[config.mk]
export PLATFORM = sky130hd
export DESIGN_NAME = mbo_barrier
export DESIGN_NICKNAME = d
export VERILOG_FILES = /design/src/rtl/mbo_pkg.sv /design/src/rtl/mbo_sel_if.sv /design/src/rtl/mbo_decode.sv /design/src/rtl/mbo_track.sv /design/src/rtl/mbo_barrier.sv
export SDC_FILE = /design/constraint.sdc
export NUM_CORES = 1
export LEC_CHECK = 0
export BUFFER_PORTS_ARGS = -buffer_cell sky130_fd_sc_hd__buf_2
export CAP_MARGIN = 10
export CORE_AREA = 2 2 87 89
export CTS_CLUSTER_DIAMETER = 120
export DETAILED_ROUTE_END_ITERATION = 10
export DIE_AREA = 0 0 89 91
export GPL_TIMING_DRIVEN = 0
export PLACE_DENSITY = 0.71
export SYNTH_ARGS = -nofsm -noshare
export SYNTH_HDL_FRONTEND = slang
export SYNTH_SLANG_ARGS = --single-unit
[constraint.sdc]
create_clock -name clk -period 8.35 [get_ports clk]
set_input_delay 0.4175 -clock clk [delete_from_list [all_inputs] [get_ports clk]]
set_output_delay 0.4175 -clock clk [all_outputs]
set_load 0.05 [all_outputs]
[src/rtl/mbo_pkg.sv]
/*
  shared constants and types of the memory barrier ordering block.
  assumes nothing of its surroundings; imported by every design file.
*/
package mbo_pkg;

  // barrier type field position in the barrier instruction
  localparam int unsigned STYPE_LSB = 6;
  localparam int unsigned STYPE_MSB = 10;
  localparam int unsigned STYPE_W   = STYPE_MSB - STYPE_LSB + 1;
  localparam int unsigned INSTR_W   = 32;

  // barrier type codes
  localparam logic [4:0] ST_COMPLETE   = 5'h00;
  localparam logic [4:0] ST_WRITE      = 5'h04;
  localparam logic [4:0] ST_FULL_ORDER = 5'h10;
  localparam logic [4:0] ST_ACQUIRE    = 5'h11;
  localparam logic [4:0] ST_RELEASE    = 5'h12;
  localparam logic [4:0] ST_READ       = 5'h13;

  // outstanding-operation tracker indices
  localparam int unsigned TRK_LD_OP   = 0;
  localparam int unsigned TRK_ST_OP   = 1;
  localparam int unsigned TRK_LD_DONE = 2;
  localparam int unsigned TRK_ST_GP   = 3;
  localparam int unsigned TRK_EXT     = 4;
  localparam int unsigned TRK_NUM     = 5;

  localparam int unsigned CNT_W_DEF = 6;

  typedef enum logic [1:0] {
    OP_LOAD,
    OP_STORE,
    OP_MAINT,
    OP_BARRIER
  } mbo_op_t;

  // which older ops must drain and which younger ops are held
  typedef struct packed {
    logic complete;
    logic old_ld;
    logic old_st;
    logic yng_ld;
    logic yng_st;
  } mbo_sel_t;

  localparam mbo_sel_t SEL_NONE = 5'h00;
  localparam mbo_sel_t SEL_FULL = 5'h1F;

endpackage : mbo_pkg

[src/rtl/mbo_sel_if.sv]
/*
  carrier between the barrier top and its type decoder.
  assumes mbo_pkg is compiled first.
*/
`timescale 1ns/1ps
interface mbo_sel_if
  import mbo_pkg::*;
();
  logic [STYPE_W-1:0] stype;
  mbo_sel_t           sel;

  modport dec  (input stype, output sel);
  modport user (output stype, input sel);
endinterface : mbo_sel_if

[src/rtl/mbo_decode.sv]
/*
  barrier type decoder: five-bit type code to drain and hold selection.
  assumes the code is already extracted from the instruction.
*/
`timescale 1ns/1ps
module mbo_decode
  import mbo_pkg::*;
#(
  parameter bit OPT_EN = 1'b1
) (
  mbo_sel_if.dec sif
);

  ////////////////////////////////////////////////////////////////////////
  always_comb begin
    sif.sel = SEL_FULL;
    if (OPT_EN) begin
      case (sif.stype)
        ST_WRITE:      sif.sel = '{1'b0, 1'b0, 1'b1, 1'b0, 1'b1};
        ST_FULL_ORDER: sif.sel = '{1'b0, 1'b1, 1'b1, 1'b1, 1'b1};
        ST_ACQUIRE:    sif.sel = '{1'b0, 1'b1, 1'b0, 1'b1, 1'b1};
        ST_RELEASE:    sif.sel = '{1'b0, 1'b1, 1'b1, 1'b0, 1'b1};
        ST_READ:       sif.sel = '{1'b0, 1'b1, 1'b0, 1'b1, 1'b0};
        // vendor and reserved codes fall back to the full barrier
        default:       sif.sel = SEL_FULL;
      endcase
    end
  end

endmodule : mbo_decode

[src/rtl/mbo_track.sv]
/*
  up/down counter of outstanding memory operations of one class.
  assumes dec pulses never exceed the number of prior inc pulses.
*/
`timescale 1ns/1ps
module mbo_track
  import mbo_pkg::*;
#(
  parameter int unsigned CNT_W = CNT_W_DEF
) (
  input  wire logic clk,
  input  wire logic reset,
  input  wire logic inc,
  input  wire logic dec,
  output logic      zero,
  output logic      full
);

  typedef struct packed {
    logic [CNT_W-1:0] cnt;
  } mbo_trk_t;

  mbo_trk_t trk_reg;
  mbo_trk_t trk_next;

  ////////////////////////////////////////////////////////////////////////
  always_comb begin
    trk_next = trk_reg;
    if (inc && !(dec && trk_reg.cnt != '0))
      trk_next.cnt = trk_reg.cnt + 1'b1;
    else if (dec && !inc && trk_reg.cnt != '0)
      trk_next.cnt = trk_reg.cnt - 1'b1;
  end

  always_ff @(posedge clk) begin
    if (reset)
      trk_reg <= '0;
    else
      trk_reg <= trk_next;
  end

  assign zero = (trk_reg.cnt == '0);
  assign full = (trk_reg.cnt == '1);

endmodule : mbo_track

[src/rtl/mbo_barrier.sv]
/*
  memory barrier ordering control between the issue pipeline and the
  load/store datapath. ops and barriers arrive in program order on one
  port; younger ops held by an active barrier wait in a one-entry slot.
  assumes the datapath pulses its progress signals once per sync op it
  was handed, and the external memory side honours ext_hold.
*/
//
// Overview of operation
// - only uncached or coherent-cached ops are ordered
// - completion: older ops complete before younger start
// - load done on writeback, store done when visible
// - instruction fetches are never ordered here
// - type zero is mandatory full completion barrier
// - unassigned nonzero types act as type zero
// - ordering: older reach ordering point first
// - older external requests globally performed first
// - ordering barrier skips waiting for completion
// - cache ops and prefetches count as both
// - barrier type is instruction bits ten to six
// - type 0x4 orders stores before stores
// - type 0x10 orders everything before everything
// - type 0x11 orders loads before everything
// - type 0x12 orders everything before stores
// - type 0x13 orders loads before loads
// - vendor and reserved codes decode as fallback
// - sync flag marks shared uncached/coherent access
// - global performance reported by datapath pulses
//
`timescale 1ns/1ps
module mbo_barrier
  import mbo_pkg::*;
#(
  parameter int unsigned CNT_W  = CNT_W_DEF,
  parameter bit          OPT_EN = 1'b1
) (
  input  wire logic               clk,
  input  wire logic               reset,
  input  wire logic               in_valid,
  input  wire logic [1:0]         in_kind,
  input  wire logic               in_sync,
  input  wire logic [INSTR_W-1:0] in_instr,
  output logic                    in_ready,
  output logic                    lsd_valid,
  output logic [1:0]              lsd_kind,
  output logic                    lsd_sync,
  input  wire logic               lsd_ready,
  input  wire logic               lsd_ld_ordered,
  input  wire logic               lsd_st_ordered,
  input  wire logic               lsd_ld_done,
  input  wire logic               lsd_st_gp,
  input  wire logic               ext_req_sent,
  input  wire logic               ext_req_gp,
  output logic                    ext_hold,
  output logic                    bar_busy,
  output logic                    bar_done,
  output logic [STYPE_W-1:0]      bar_type
);

  // a one-bit counter would already read saturated with a single op outstanding
  if (CNT_W < 2) begin : g_cnt_w_check
    $error("mbo_barrier: CNT_W must be at least 2");
  end

  typedef enum logic {
    S_IDLE,
    S_DRAIN
  } mbo_state_t;

  typedef struct packed {
    mbo_state_t         state;
    logic               slot_full;
    mbo_op_t            slot_kind;
    logic               slot_sync;
    logic [STYPE_W-1:0] slot_stype;
    mbo_sel_t           sel;
    logic [STYPE_W-1:0] bar_type;
    logic               in_ready;
    logic               lsd_valid;
    logic               ext_hold;
    logic               bar_done;
    logic               bar_busy;
  } mbo_ctl_t;

  mbo_ctl_t ctl_reg;
  mbo_ctl_t ctl_next;

  logic [TRK_NUM-1:0] trk_inc;
  logic [TRK_NUM-1:0] trk_dec;
  logic [TRK_NUM-1:0] trk_zero;
  logic [TRK_NUM-1:0] trk_full;
  logic               issue;

  mbo_sel_if sif ();

  ////////////////////////////////////////////////////////////////////////
  // helpers

  function automatic logic ld_like(input mbo_op_t k);
    ld_like = (k == OP_LOAD) || (k == OP_MAINT);
  endfunction : ld_like

  function automatic logic st_like(input mbo_op_t k);
    st_like = (k == OP_STORE) || (k == OP_MAINT);
  endfunction : st_like

  // younger sync op of a selected class waits while a barrier drains
  function automatic logic held(input mbo_ctl_t c, input logic [TRK_NUM-1:0] f);
    logic by_bar;
    logic by_cnt;
    by_bar = (c.state == S_DRAIN) && c.slot_sync &&
             ((ld_like(c.slot_kind) && c.sel.yng_ld) ||
              (st_like(c.slot_kind) && c.sel.yng_st));
    // counter saturation would lose track of older ops, so stall
    by_cnt = c.slot_sync &&
             ((ld_like(c.slot_kind) && (f[TRK_LD_OP] || f[TRK_LD_DONE])) ||
              (st_like(c.slot_kind) && (f[TRK_ST_OP] || f[TRK_ST_GP])));
    held = by_bar || by_cnt;
  endfunction : held

  // drain condition of the active barrier
  function automatic logic met(input mbo_sel_t s, input logic [TRK_NUM-1:0] z);
    logic ld_ok;
    logic st_ok;
    ld_ok = !s.old_ld || (z[TRK_LD_OP] &&
            (!s.complete || z[TRK_LD_DONE]));
    st_ok = !s.old_st || (z[TRK_ST_OP] &&
            (!s.complete || z[TRK_ST_GP]));
    met = ld_ok && st_ok;
  endfunction : met

  ////////////////////////////////////////////////////////////////////////
  // type decode

  assign sif.stype = ctl_reg.slot_stype;

  mbo_decode #(
    .OPT_EN (OPT_EN)
  ) u_decode (
    .sif (sif.dec)
  );

  ////////////////////////////////////////////////////////////////////////
  // outstanding trackers; load/store ones count only sync ops, the external one every ext_req_sent

  assign issue = ctl_reg.lsd_valid && lsd_ready;

  always_comb begin
    trk_inc              = '0;
    trk_inc[TRK_LD_OP]   = issue && ctl_reg.slot_sync && ld_like(ctl_reg.slot_kind);
    trk_inc[TRK_LD_DONE] = trk_inc[TRK_LD_OP];
    trk_inc[TRK_ST_OP]   = issue && ctl_reg.slot_sync && st_like(ctl_reg.slot_kind);
    trk_inc[TRK_ST_GP]   = trk_inc[TRK_ST_OP];
    trk_inc[TRK_EXT]     = ext_req_sent;
    trk_dec              = '0;
    trk_dec[TRK_LD_OP]   = lsd_ld_ordered;
    trk_dec[TRK_ST_OP]   = lsd_st_ordered;
    trk_dec[TRK_LD_DONE] = lsd_ld_done;
    trk_dec[TRK_ST_GP]   = lsd_st_gp;
    trk_dec[TRK_EXT]     = ext_req_gp;
  end

  // draining to zero also waits on younger unselected ops; safe but
  // may stall a little longer than strictly necessary
  for (genvar i = 0; i < TRK_NUM; i++) begin : g_trk
    mbo_track #(
      .CNT_W (CNT_W)
    ) u_track (
      .clk   (clk),
      .reset (reset),
      .inc   (trk_inc[i]),
      .dec   (trk_dec[i]),
      .zero  (trk_zero[i]),
      .full  (trk_full[i])
    );
  end

  ////////////////////////////////////////////////////////////////////////
  // control

  always_comb begin
    ctl_next          = ctl_reg;
    ctl_next.bar_done = 1'b0;

    if (issue)
      ctl_next.slot_full = 1'b0;

    // slot is empty whenever in_ready is high
    if (ctl_reg.in_ready && in_valid) begin
      ctl_next.slot_full  = 1'b1;
      ctl_next.slot_kind  = mbo_op_t'(in_kind);
      ctl_next.slot_sync  = in_sync;
      ctl_next.slot_stype = in_instr[STYPE_MSB:STYPE_LSB];
    end

    // older external requests drained: younger may go out again
    if (ctl_reg.ext_hold && trk_zero[TRK_EXT])
      ctl_next.ext_hold = 1'b0;

    case (ctl_reg.state)
      S_IDLE: begin
        if (ctl_reg.slot_full && ctl_reg.slot_kind == OP_BARRIER) begin
          ctl_next.sel       = sif.sel;
          ctl_next.bar_type  = ctl_reg.slot_stype;
          ctl_next.slot_full = 1'b0;
          ctl_next.state     = S_DRAIN;
        end
      end
      S_DRAIN: begin
        if (met(ctl_reg.sel, trk_zero)) begin
          ctl_next.state    = S_IDLE;
          ctl_next.bar_done = 1'b1;
          ctl_next.sel      = SEL_NONE;
          // ordering barrier: younger external requests wait behind older
          if (!ctl_reg.sel.complete && !trk_zero[TRK_EXT])
            ctl_next.ext_hold = 1'b1;
        end
      end
      default: begin
        ctl_next.state = S_IDLE;
      end
    endcase

    // a barrier never reaches the datapath; fetches never pass here
    ctl_next.lsd_valid = ctl_next.slot_full &&
                         ctl_next.slot_kind != OP_BARRIER &&
                         !held(ctl_next, trk_full);
    ctl_next.in_ready  = !ctl_next.slot_full;
    ctl_next.bar_busy  = (ctl_next.state == S_DRAIN);
  end

  always_ff @(posedge clk) begin
    if (reset) begin
      ctl_reg          <= '0;
      ctl_reg.state    <= S_IDLE;
      ctl_reg.sel      <= SEL_NONE;
      ctl_reg.in_ready <= 1'b0;
    end else begin
      ctl_reg <= ctl_next;
    end
  end

  ////////////////////////////////////////////////////////////////////////
  // outputs straight from the control register

  assign in_ready  = ctl_reg.in_ready;
  assign lsd_valid = ctl_reg.lsd_valid;
  assign lsd_kind  = ctl_reg.slot_kind;
  assign lsd_sync  = ctl_reg.slot_sync;
  assign ext_hold  = ctl_reg.ext_hold;
  assign bar_busy  = ctl_reg.bar_busy;
  assign bar_done  = ctl_reg.bar_done;
  assign bar_type  = ctl_reg.bar_type;

endmodule : mbo_barrier

==> implementation parameters, run 1 <==
Parameter                              Value

Run status
  Status ... complete, no violations

Detailed routing
  Via count normalized by instance count ... around 5.4
  Vias ... about 2,700
  Total Wirelength ... 6670 microns
  Count of nets left with antenna violations after detail routing ... 0
  Residual DRC ... 0
  Post-detailed-route wirelength per cell ... roughly 13 microns
  Pre-antenna DRT Iters ... 4
  Iteration-0 DRC count of the detailed router ... 90

Timing
  Fmax ... around 330 MHz
  Worst Skew ... roughly 10 ps
  Worst Tran Pin Value ... 712 ps
  Unrepaired setup endpoints after global routing ... false
  Final setup violation count ... 0
  Summed negative setup slack over all endpoints ... 0 ps
  Fraction of the cycle the final worst path needs ... 36.8%
  Final period demand of the worst path ... approximately 3100 ps
  Slew Limit Headroom ... between 50% and 60%
  Final Max Tran Viols ... 0
  Hold Violations, Final ... 0

Placed design
  Placed Instance Area ... between 3000 and 4000 sq um
  DP Wirelength ... 5000 microns
  Routability-driven placement congestion ratio ... 0.782
  Count of buffers from port buffering ... 29
  Instance count after placement with tap cells included ... just under 500

Power and ir drop
  Leak pwr ... around 1.5 nW
  Sequential power share ... between 30% and 40%
  Worst supply voltage drop on vdd ... 0.160 mV
  Switching power ... 0.464 mW
  Part of the total power dissipated in the clock network ... 15.1%
  Fraction of power spent switching nets ... 39.3%
  Combinational share of power ... just over 50%
  Internal Pwr Total ... just over 0.7 mW
  Pwr per Cell Area ... roughly 330 nW/um^2
  Total Power Consumption ... ~1.2 mW

Finish
  Share of post-route cells with drive strength above 1 ... between 10 and 15%
  Multi-input gate area in the final layout ... 1950 sq um
  Ant diodes ... 0
  Fill cell instance count of the final layout ... 713
  Layout area overhead ... 12.0%
  Post-route standard cell area excluding fillers ... between 3000 and 4000 sq um
  Total area of sequential cells ... between 1000 and 1500 sq um
  Total number of nets in the final design ... 475
  Post-route insts no fill ... 501
  Largest register FFs ... 30

Clocking
  Number of CTS-inserted buffers ... 5
  Clock root buffer ... clkbuf_8
  Sinks on the clock net ... 54
  Latest clock arrival within the worst-skew pair ... 320 ps
  Clock transition at the registers of the reported paths ... 100 ps
  TritonCTS clock tree ... built
  CTS resizes ... 0
  Max Root-Sink Buffers ... 2
  Post-CTS setup buffers ... 0
  Post-CTS Hold Fix Bufs ... 0
  Number of H-tree levels ... 2

Setup path
  Cell type with the highest occurrence count on the critical path ... a21o_1
  CP top delay family ... compound AO/OA/AOI/OAI gates
  CP max stage cell ... or4_1
  Largest stage delay, worst path ... approximately 600 ps
  Required arrival time at the worst endpoint ... ~8500 ps
  Worst endpoint data arrival time ... ~3300 ps
  Sort of element at the start of the critical path ... flop
  Category of the worst setup path capture point ... flop
  Cell-by-cell listing of the critical path ... or4_1, o31ai_1, nand2_1, ha_1, a21o_1, a21o_1, a211oi_1, o21a_1, o21ai_0, nor3b_1
  Buf/Inv on CP ... 0
  Critical path start-end classification ... reg -> reg
  Maximum fanout along the worst path ... 6

Synthesis
  Synthesized area ... ~3200 sq um
  Main combinational cell family by area after synthesis ... simple AND/OR/NAND/NOR gates
  Primary flip-flop cell chosen by synthesis mapping ... dfxtp_1
  Simple-gate share of the synthesized area ... around 20%
  Post-synthesis share of cell area spent on full adders, half adders and majority gates ... 12.7%
  Avg Inst Size Synth ... between 8 and 9 sq um
  Library cell with the largest summed area after synthesis ... dfxtp_1
  Number of warning messages in the yosys log ... 0
  Proportion of register bits with asynchronous set or reset after synthesis ... 0%
  Post-synthesis instance total ... 365
  Area share of the largest cell type after synthesis ... around 34%
  Fraction of synthesized cell area in xor and xnor cells ... between 5 and 6%
  Main area contributors after synthesis ... dfxtp_1 34%, ha_1 9.5%, nor2_1 6.3%, mux2i_1 6.0%, xnor2_1 5.0%
  Post-Syn Nets ... roughly 440
  Number of different library cells in the post-synthesis netlist ... 45
  Proportion of synthesized chip area in sequential cells ... between 30% and 40%
  Post-synthesis mux area share ... 6.37%
  Number of enable flip-flop cells after synthesis ... 0
  Complex-gate fraction of the synthesized area ... between 10% and 20%
  Total of flip-flops plus latches after synthesis ... 54

Floorplan
  Count of pins on the block boundary ... slightly below 60
  Die height ... 91 microns
  Core outline area ... roughly 7100 sq um
  Effective utilization at floorplan ... 44.3%
  Area of the die ... ~8100 sq um
  Core Rows ... 31
  X dimension of the die ... ~89 microns

Global routing
  Overall track demand over capacity in global routing ... 17.8%
  Total gr overflow ... 0
  Pin count of the biggest net entering global routing ... 17
  Vias in the first global route ... between 2,000 and 3,000
  Initial antenna violation count ... 0
  Global-route wire length before repair ... between 10,000 and 15,000 microns

Worst hold path
  Class of the worst hold path ... in -> reg

Run
  Max-capacitance violation count ... 0
==> power groups by stage <==
stage          Sequential [mW]  Clock (mW)  Combinational (mW)
2_1_floorplan            0.389           0               0.513
3_3_place_gp             0.401           0               0.584
3_5_place_dp             0.404           0               0.603
4_1_cts                  0.399       0.179               0.609
5_1_grt                  0.412       0.192               0.687
6_report                 0.398       0.179               0.605
==> worst reg2reg max path: cells and delay by family, from the launching register on <==
family / cells / cell delay, ps
AO/OA/AOI/OAI: 6 / 1290
AND/OR/NAND/NOR: 3 / 960
flip-flops: 1 / 370
adder cells (fa/ha/maj): 1 / 320
==> layout make-up <==
| cell class | instances | share of cell area (%) |
|---|---|---|
| well taps | 99 | 3.50 |
| clock inverters | 2 | 1.06 |
| clock buffers | 6 | 2.05 |
| multi-input cells | 285 | 55.2 |
| inverters | 10 | 1.06 |
| plain buffers | 16 | 2.54 |
| flip-flops and latches | 54 | 30.5 |
| repair buffers | 29 | 4.10 |
==> worst paths after layout <==
check | to | startpoint | slack, ps | cells past startpoint
max | g_trk[1].u_track.trk_reg[5] | g_trk[1].u_track.trk_reg[0] | 5280 | 10
min | sif.stype[1] | in_instr[7] | 340 | 3
max reg2reg | g_trk[1].u_track.trk_reg[5] | g_trk[1].u_track.trk_reg[0] | 5280 | 10
min reg2reg | bar_type[0] | bar_type[0] | 460 | 2
==> cells by family after synthesis <==
| logic type | Yosys count |
|---|---|
| AND/OR/NAND/NOR | 136 |
| AO/OA/AOI/OAI | 80 |
| flip-flops | 54 |
| adder cells (fa/ha/maj) | 29 |
| buffers and inverters | 26 |
| XOR/XNOR | 20 |
| multiplexers | 20 |
==> synthesized netlist by cell type (2+ instances only) <==
master      n
fa_1        5
o31ai_1     2
nor3_1     12
nand2b_1    3
nor2_1     53
o21a_1      4
o21bai_1    2
inv_1      10
o211ai_1    2
or4_1       3
and2_1      7
nand3_1     7
nor3b_1     3
o22ai_1     2
nand4_1     4
o2111ai_1   2
a21oi_1    26
nand2_1    33
o21ai_0     7
xor2_1      2
a21o_1     12
mux2i_1    19
a31oi_1     4
dfxtp_1    54
ha_1       24
nand3b_1    2
clkbuf_1    8
xnor2_1    18
a211oi_1   12
buf_4       8
==> placed cells by master (no fill, tap or decap), types with 3 or more instances in the layout <==
cell type and n:
and2_1 7, xnor2_1 18, or4_1 3, nor2_1 53, nand4_1 4, o21a_1 4
nand2b_1 3, a211oi_1 12, clkbuf_1 9, nor3b_1 3, nand2_1 33, dfxtp_1 54
clkbuf_8 5, buf_2 29, nand3_1 7, ha_1 24, buf_4 8, mux2i_1 19
o21ai_0 7, a21oi_1 26, fa_1 5, a21o_1 12, inv_1 10, a31oi_1 4
nor3_1 12
==> routing by layer <==
layer,track usage [%],share of wire [%],wire (microns),up-vias
li1,-,-,-,1369
met2,28.9,48,3220,48
met3,3.55,3.9,257,8
met5,0,0,0,-
met1,23.6,46,3090,1265
met4,5.97,1.6,107,0
==> stage by stage <==
step	utilization [%]	hold slack, ps	worst slack (ps)
after floorplan	-	437	5590
after global placement	48.1	449	5400
after detailed placement	48.1	450	5320
after CTS	49.6	340	5300
after global routing	49.6	333	5020
final	49.6	339	5280
Power figures use the tool's default switching activity.
==> inputs of run 2 (changes only) <==
- PLACE_DENSITY: 0.71 -> 0.73
- clock period: 8.35 -> 2.65 ns (I/O delays scaled with it)
==> run 2 against run 1 <==
Global-route usage grew 0.12 points. First-iteration DRC count grew 1.1%. Total power grew to 3.6 times the previous value. The flow now finishes with violations (setup timing). Worst setup slack lost 5300 ps. Sequential share of layout area shrank 2.5 points. Critical endpoint unchanged. Highest routed layer unchanged. Final area grew 11%. Sequential power grew to 3.3 times the previous value. Routed wire length grew 8.7%. Clock skew shrank 4.0 ps. Count of clock-buffer cells in the layout is the same. Die area is the same.
==> implementation parameters, run 2 (synthesized netlist as in run 1, its figures left out) <==
Parameter                              Value

Finish
  Multi-input gate area in the final layout ... 2170 sq um (+11%)
  Largest register FFs ... 30 (unchanged)
  Post-route insts no fill ... 519 (+3.6%)
  Share of post-route cells with drive strength above 1 ... 25.7% (+13 points)
  Fill cell instance count of the final layout ... 682 (-4.3%)
  Leading cell types in the layout, fill and taps excluded ... 53 x nor2_1, 46 x dfxtp_1, 30 x nand2_1
  Commonest non-fill, non-tap cell in the layout ... nor2_1
  Total number of nets in the final design ... 493 (+3.8%)
  Ant diodes ... 0 (unchanged)
  Utilization of the core after routing ... 55.0% (+5.4 points)
  Total area of sequential cells ... 1100 sq um (+1.9%)
  Layout area overhead ... 24.1%

Clocking
  Latest clock arrival within the worst-skew pair ... 310 ps (about the same)
  Number of H-tree levels ... 2 (unchanged)
  Max Root-Sink Buffers ... 2 (unchanged)
  Clock transition at the registers of the reported paths ... 90 ps (about the same)
  Number of CTS-inserted buffers ... 5 (unchanged)
  Clock root buffer ... clkbuf_8
  TritonCTS clock tree ... built
  Sinks on the clock net ... 54 (unchanged)

Timing
  Unrepaired setup endpoints after global routing ... true
  Slew Limit Headroom ... 51.6% (-0.53 points)
  Fraction of the cycle the final worst path needs ... 101% (+64 points)
  Worst Skew ... 6.18 ps (-3.99 ps)
  Hold Violations, Final ... 0 (unchanged)
  Final hold slack ... 66.4 ps (-272 ps)
  Final Max Tran Viols ... 0 (unchanged)
  Setup slack of the critical path after layout ... -17.3 ps (-5290 ps)
  Summed negative setup slack over all endpoints ... -17.3 ps (-17.3 ps)
  Fmax ... 375 MHz (+15%)
  Final period demand of the worst path ... 2670 ps (-406 ps)
  Worst Tran Pin Value ... 720 ps (+7.93 ps)
  Final setup violation count ... 1 (+1)

Worst hold path
  Launch instance of the worst min-delay path ... in_instr[7]
  Class of the worst hold path ... in -> reg

Setup path
  Launch point of the critical path ... g_trk[1].u_track.trk_reg[1]
  Critical path start-end classification ... reg -> reg
  Internal reg-to-reg setup slack ... -20 ps (-5290 ps)
  Sort of element at the start of the critical path ... flop
  Category of the worst setup path capture point ... flop
  Required arrival time at the worst endpoint ... 2820 ps (-5720 ps)
  Cell-by-cell listing of the critical path ... or4_4, o31ai_4, nand2_2, buf_4, buf_4, ha_1, a211oi_2, o21a_1, o21ai_1, nor3b_1
  FF-to-FF Start ... g_trk[1].u_track.trk_reg[1]
  Worst endpoint data arrival time ... 2840 ps (-420 ps)
  Maximum fanout along the worst path ... 5 (-1)
  Largest stage delay, worst path ... 540 ps (-50 ps)
  Cell type with the highest occurrence count on the critical path ... buf_4
  CP max stage cell ... or4_4

Detailed routing
  Vias ... 2,801 (+4.1%)
  Pre-antenna DRT Iters ... 4 (unchanged)
  Via count normalized by instance count ... 5.40 (+0.52%)
  Iteration-0 DRC count of the detailed router ... 91 (+1.1%)
  Count of nets left with antenna violations after detail routing ... 0 (unchanged)
  Total Wirelength ... 7250 microns (+8.7%)
  Residual DRC ... 0 (unchanged)
  Post-detailed-route wirelength per cell ... 14.0 microns (+4.9%)

Power and ir drop
  Pwr per Cell Area ... 1080 nW/um^2 (+230%)
  Worst supply voltage drop on vdd ... 0.586 mV (+270%)
  Leak pwr ... 1.63 nW (+8.8%)

Floorplan
  Core outline area ... 7140 sq um (unchanged)
  X dimension of the die ... 89 microns (unchanged)
  Effective utilization at floorplan ... 44.3% (unchanged)
  Core Rows ... 31 (unchanged)
  Die height ... 91 microns (unchanged)
  Area of the die ... 8100 sq um (unchanged)
  Count of pins on the block boundary ... 58 (unchanged)

Global routing
  Pin count of the biggest net entering global routing ... 17 (unchanged)
  Vias in the first global route ... 2,578 (+1.3%)
  Initial antenna violation count ... 0 (unchanged)
  Total gr overflow ... 0 (unchanged)
  Global-route wire length before repair ... 11,600 microns (+0.47%)
  Overall track demand over capacity in global routing ... 18.0% (+0.12 points)

Run status
  Status ... finished with violations
  Failing checks ... setup timing

Placed design
  DP Wirelength ... 5120 microns (+2.5%)
  Routability-driven placement congestion ratio ... 0.873 (+12%)
  Instance count after placement with tap cells included ... 493 (unchanged)
  Count of buffers from port buffering ... 29 (unchanged)

Run
  Max-capacitance violation count ... 0 (unchanged)
## run 2: cell type report
| cell class | count | area share, % |
|---|---|---|
| Inverter | 10 | 0.956 |
| Buffer | 15 | 2.20 |
| Sequential cell | 54 | 28.1 |
| Tap cell | 99 | 3.16 |
| Clock inverter | 2 | 0.956 |
| Timing Repair Buffer | 48 | 7.43 |
| Multi-Input combinational cell | 285 | 55.4 |
| Clock buffer | 6 | 1.85 |
## run 2: what timing repair did
item,CTS,global route
setup endpoints to repair,7,8
hold endpoints to repair,0,0
pin swaps,10,22
gates resized for setup,24,24
buffers inserted,10,9
hold buffers,0,0
## run 2: critical path: cells and delay by family, from the launching register on
kind | cells | cell delay (ps)
simple gates | 3 | 820
compound gates | 4 | 740
fa+ha+maj | 1 | 330
buf+inv | 2 | 280
flops | 1 | 360
## run 2: where the power goes
group / internal [mW] / switching, mW
Combinational: 1.25 / 1.15
Clock: 0.282 / 0.272
Sequential: 1.04 / 0.266
Total: 2.57 / 1.69
## run 2: routing by layer
layer  GRT usage, %  wire [microns]
met5              0               0
met1           23.8            3310
met3           3.00             206
met2           29.6            3660
met4           5.47              73
## run 2: metrics by stage
stage | setup WS [ps] | power [mW] | area, sq um
finish | -17.3 | 4.26 | 3930
CTS | 5.21 | 4.00 | 3750
floorplan | 29.1 | 2.89 | 3190
global placement | -197 | 3.14 | 3460
detailed placement | -286 | 3.26 | 3460
global route | -133 | 4.58 | 3930
## run 2: final timing paths
path	to	cells after the start
worst max-delay path	g_trk[1].u_track.trk_reg[5]	10
worst min-delay path	sif.stype[1]	3
worst max register to register	g_trk[1].u_track.trk_reg[5]	10
worst min register to register	bar_type[1]	2
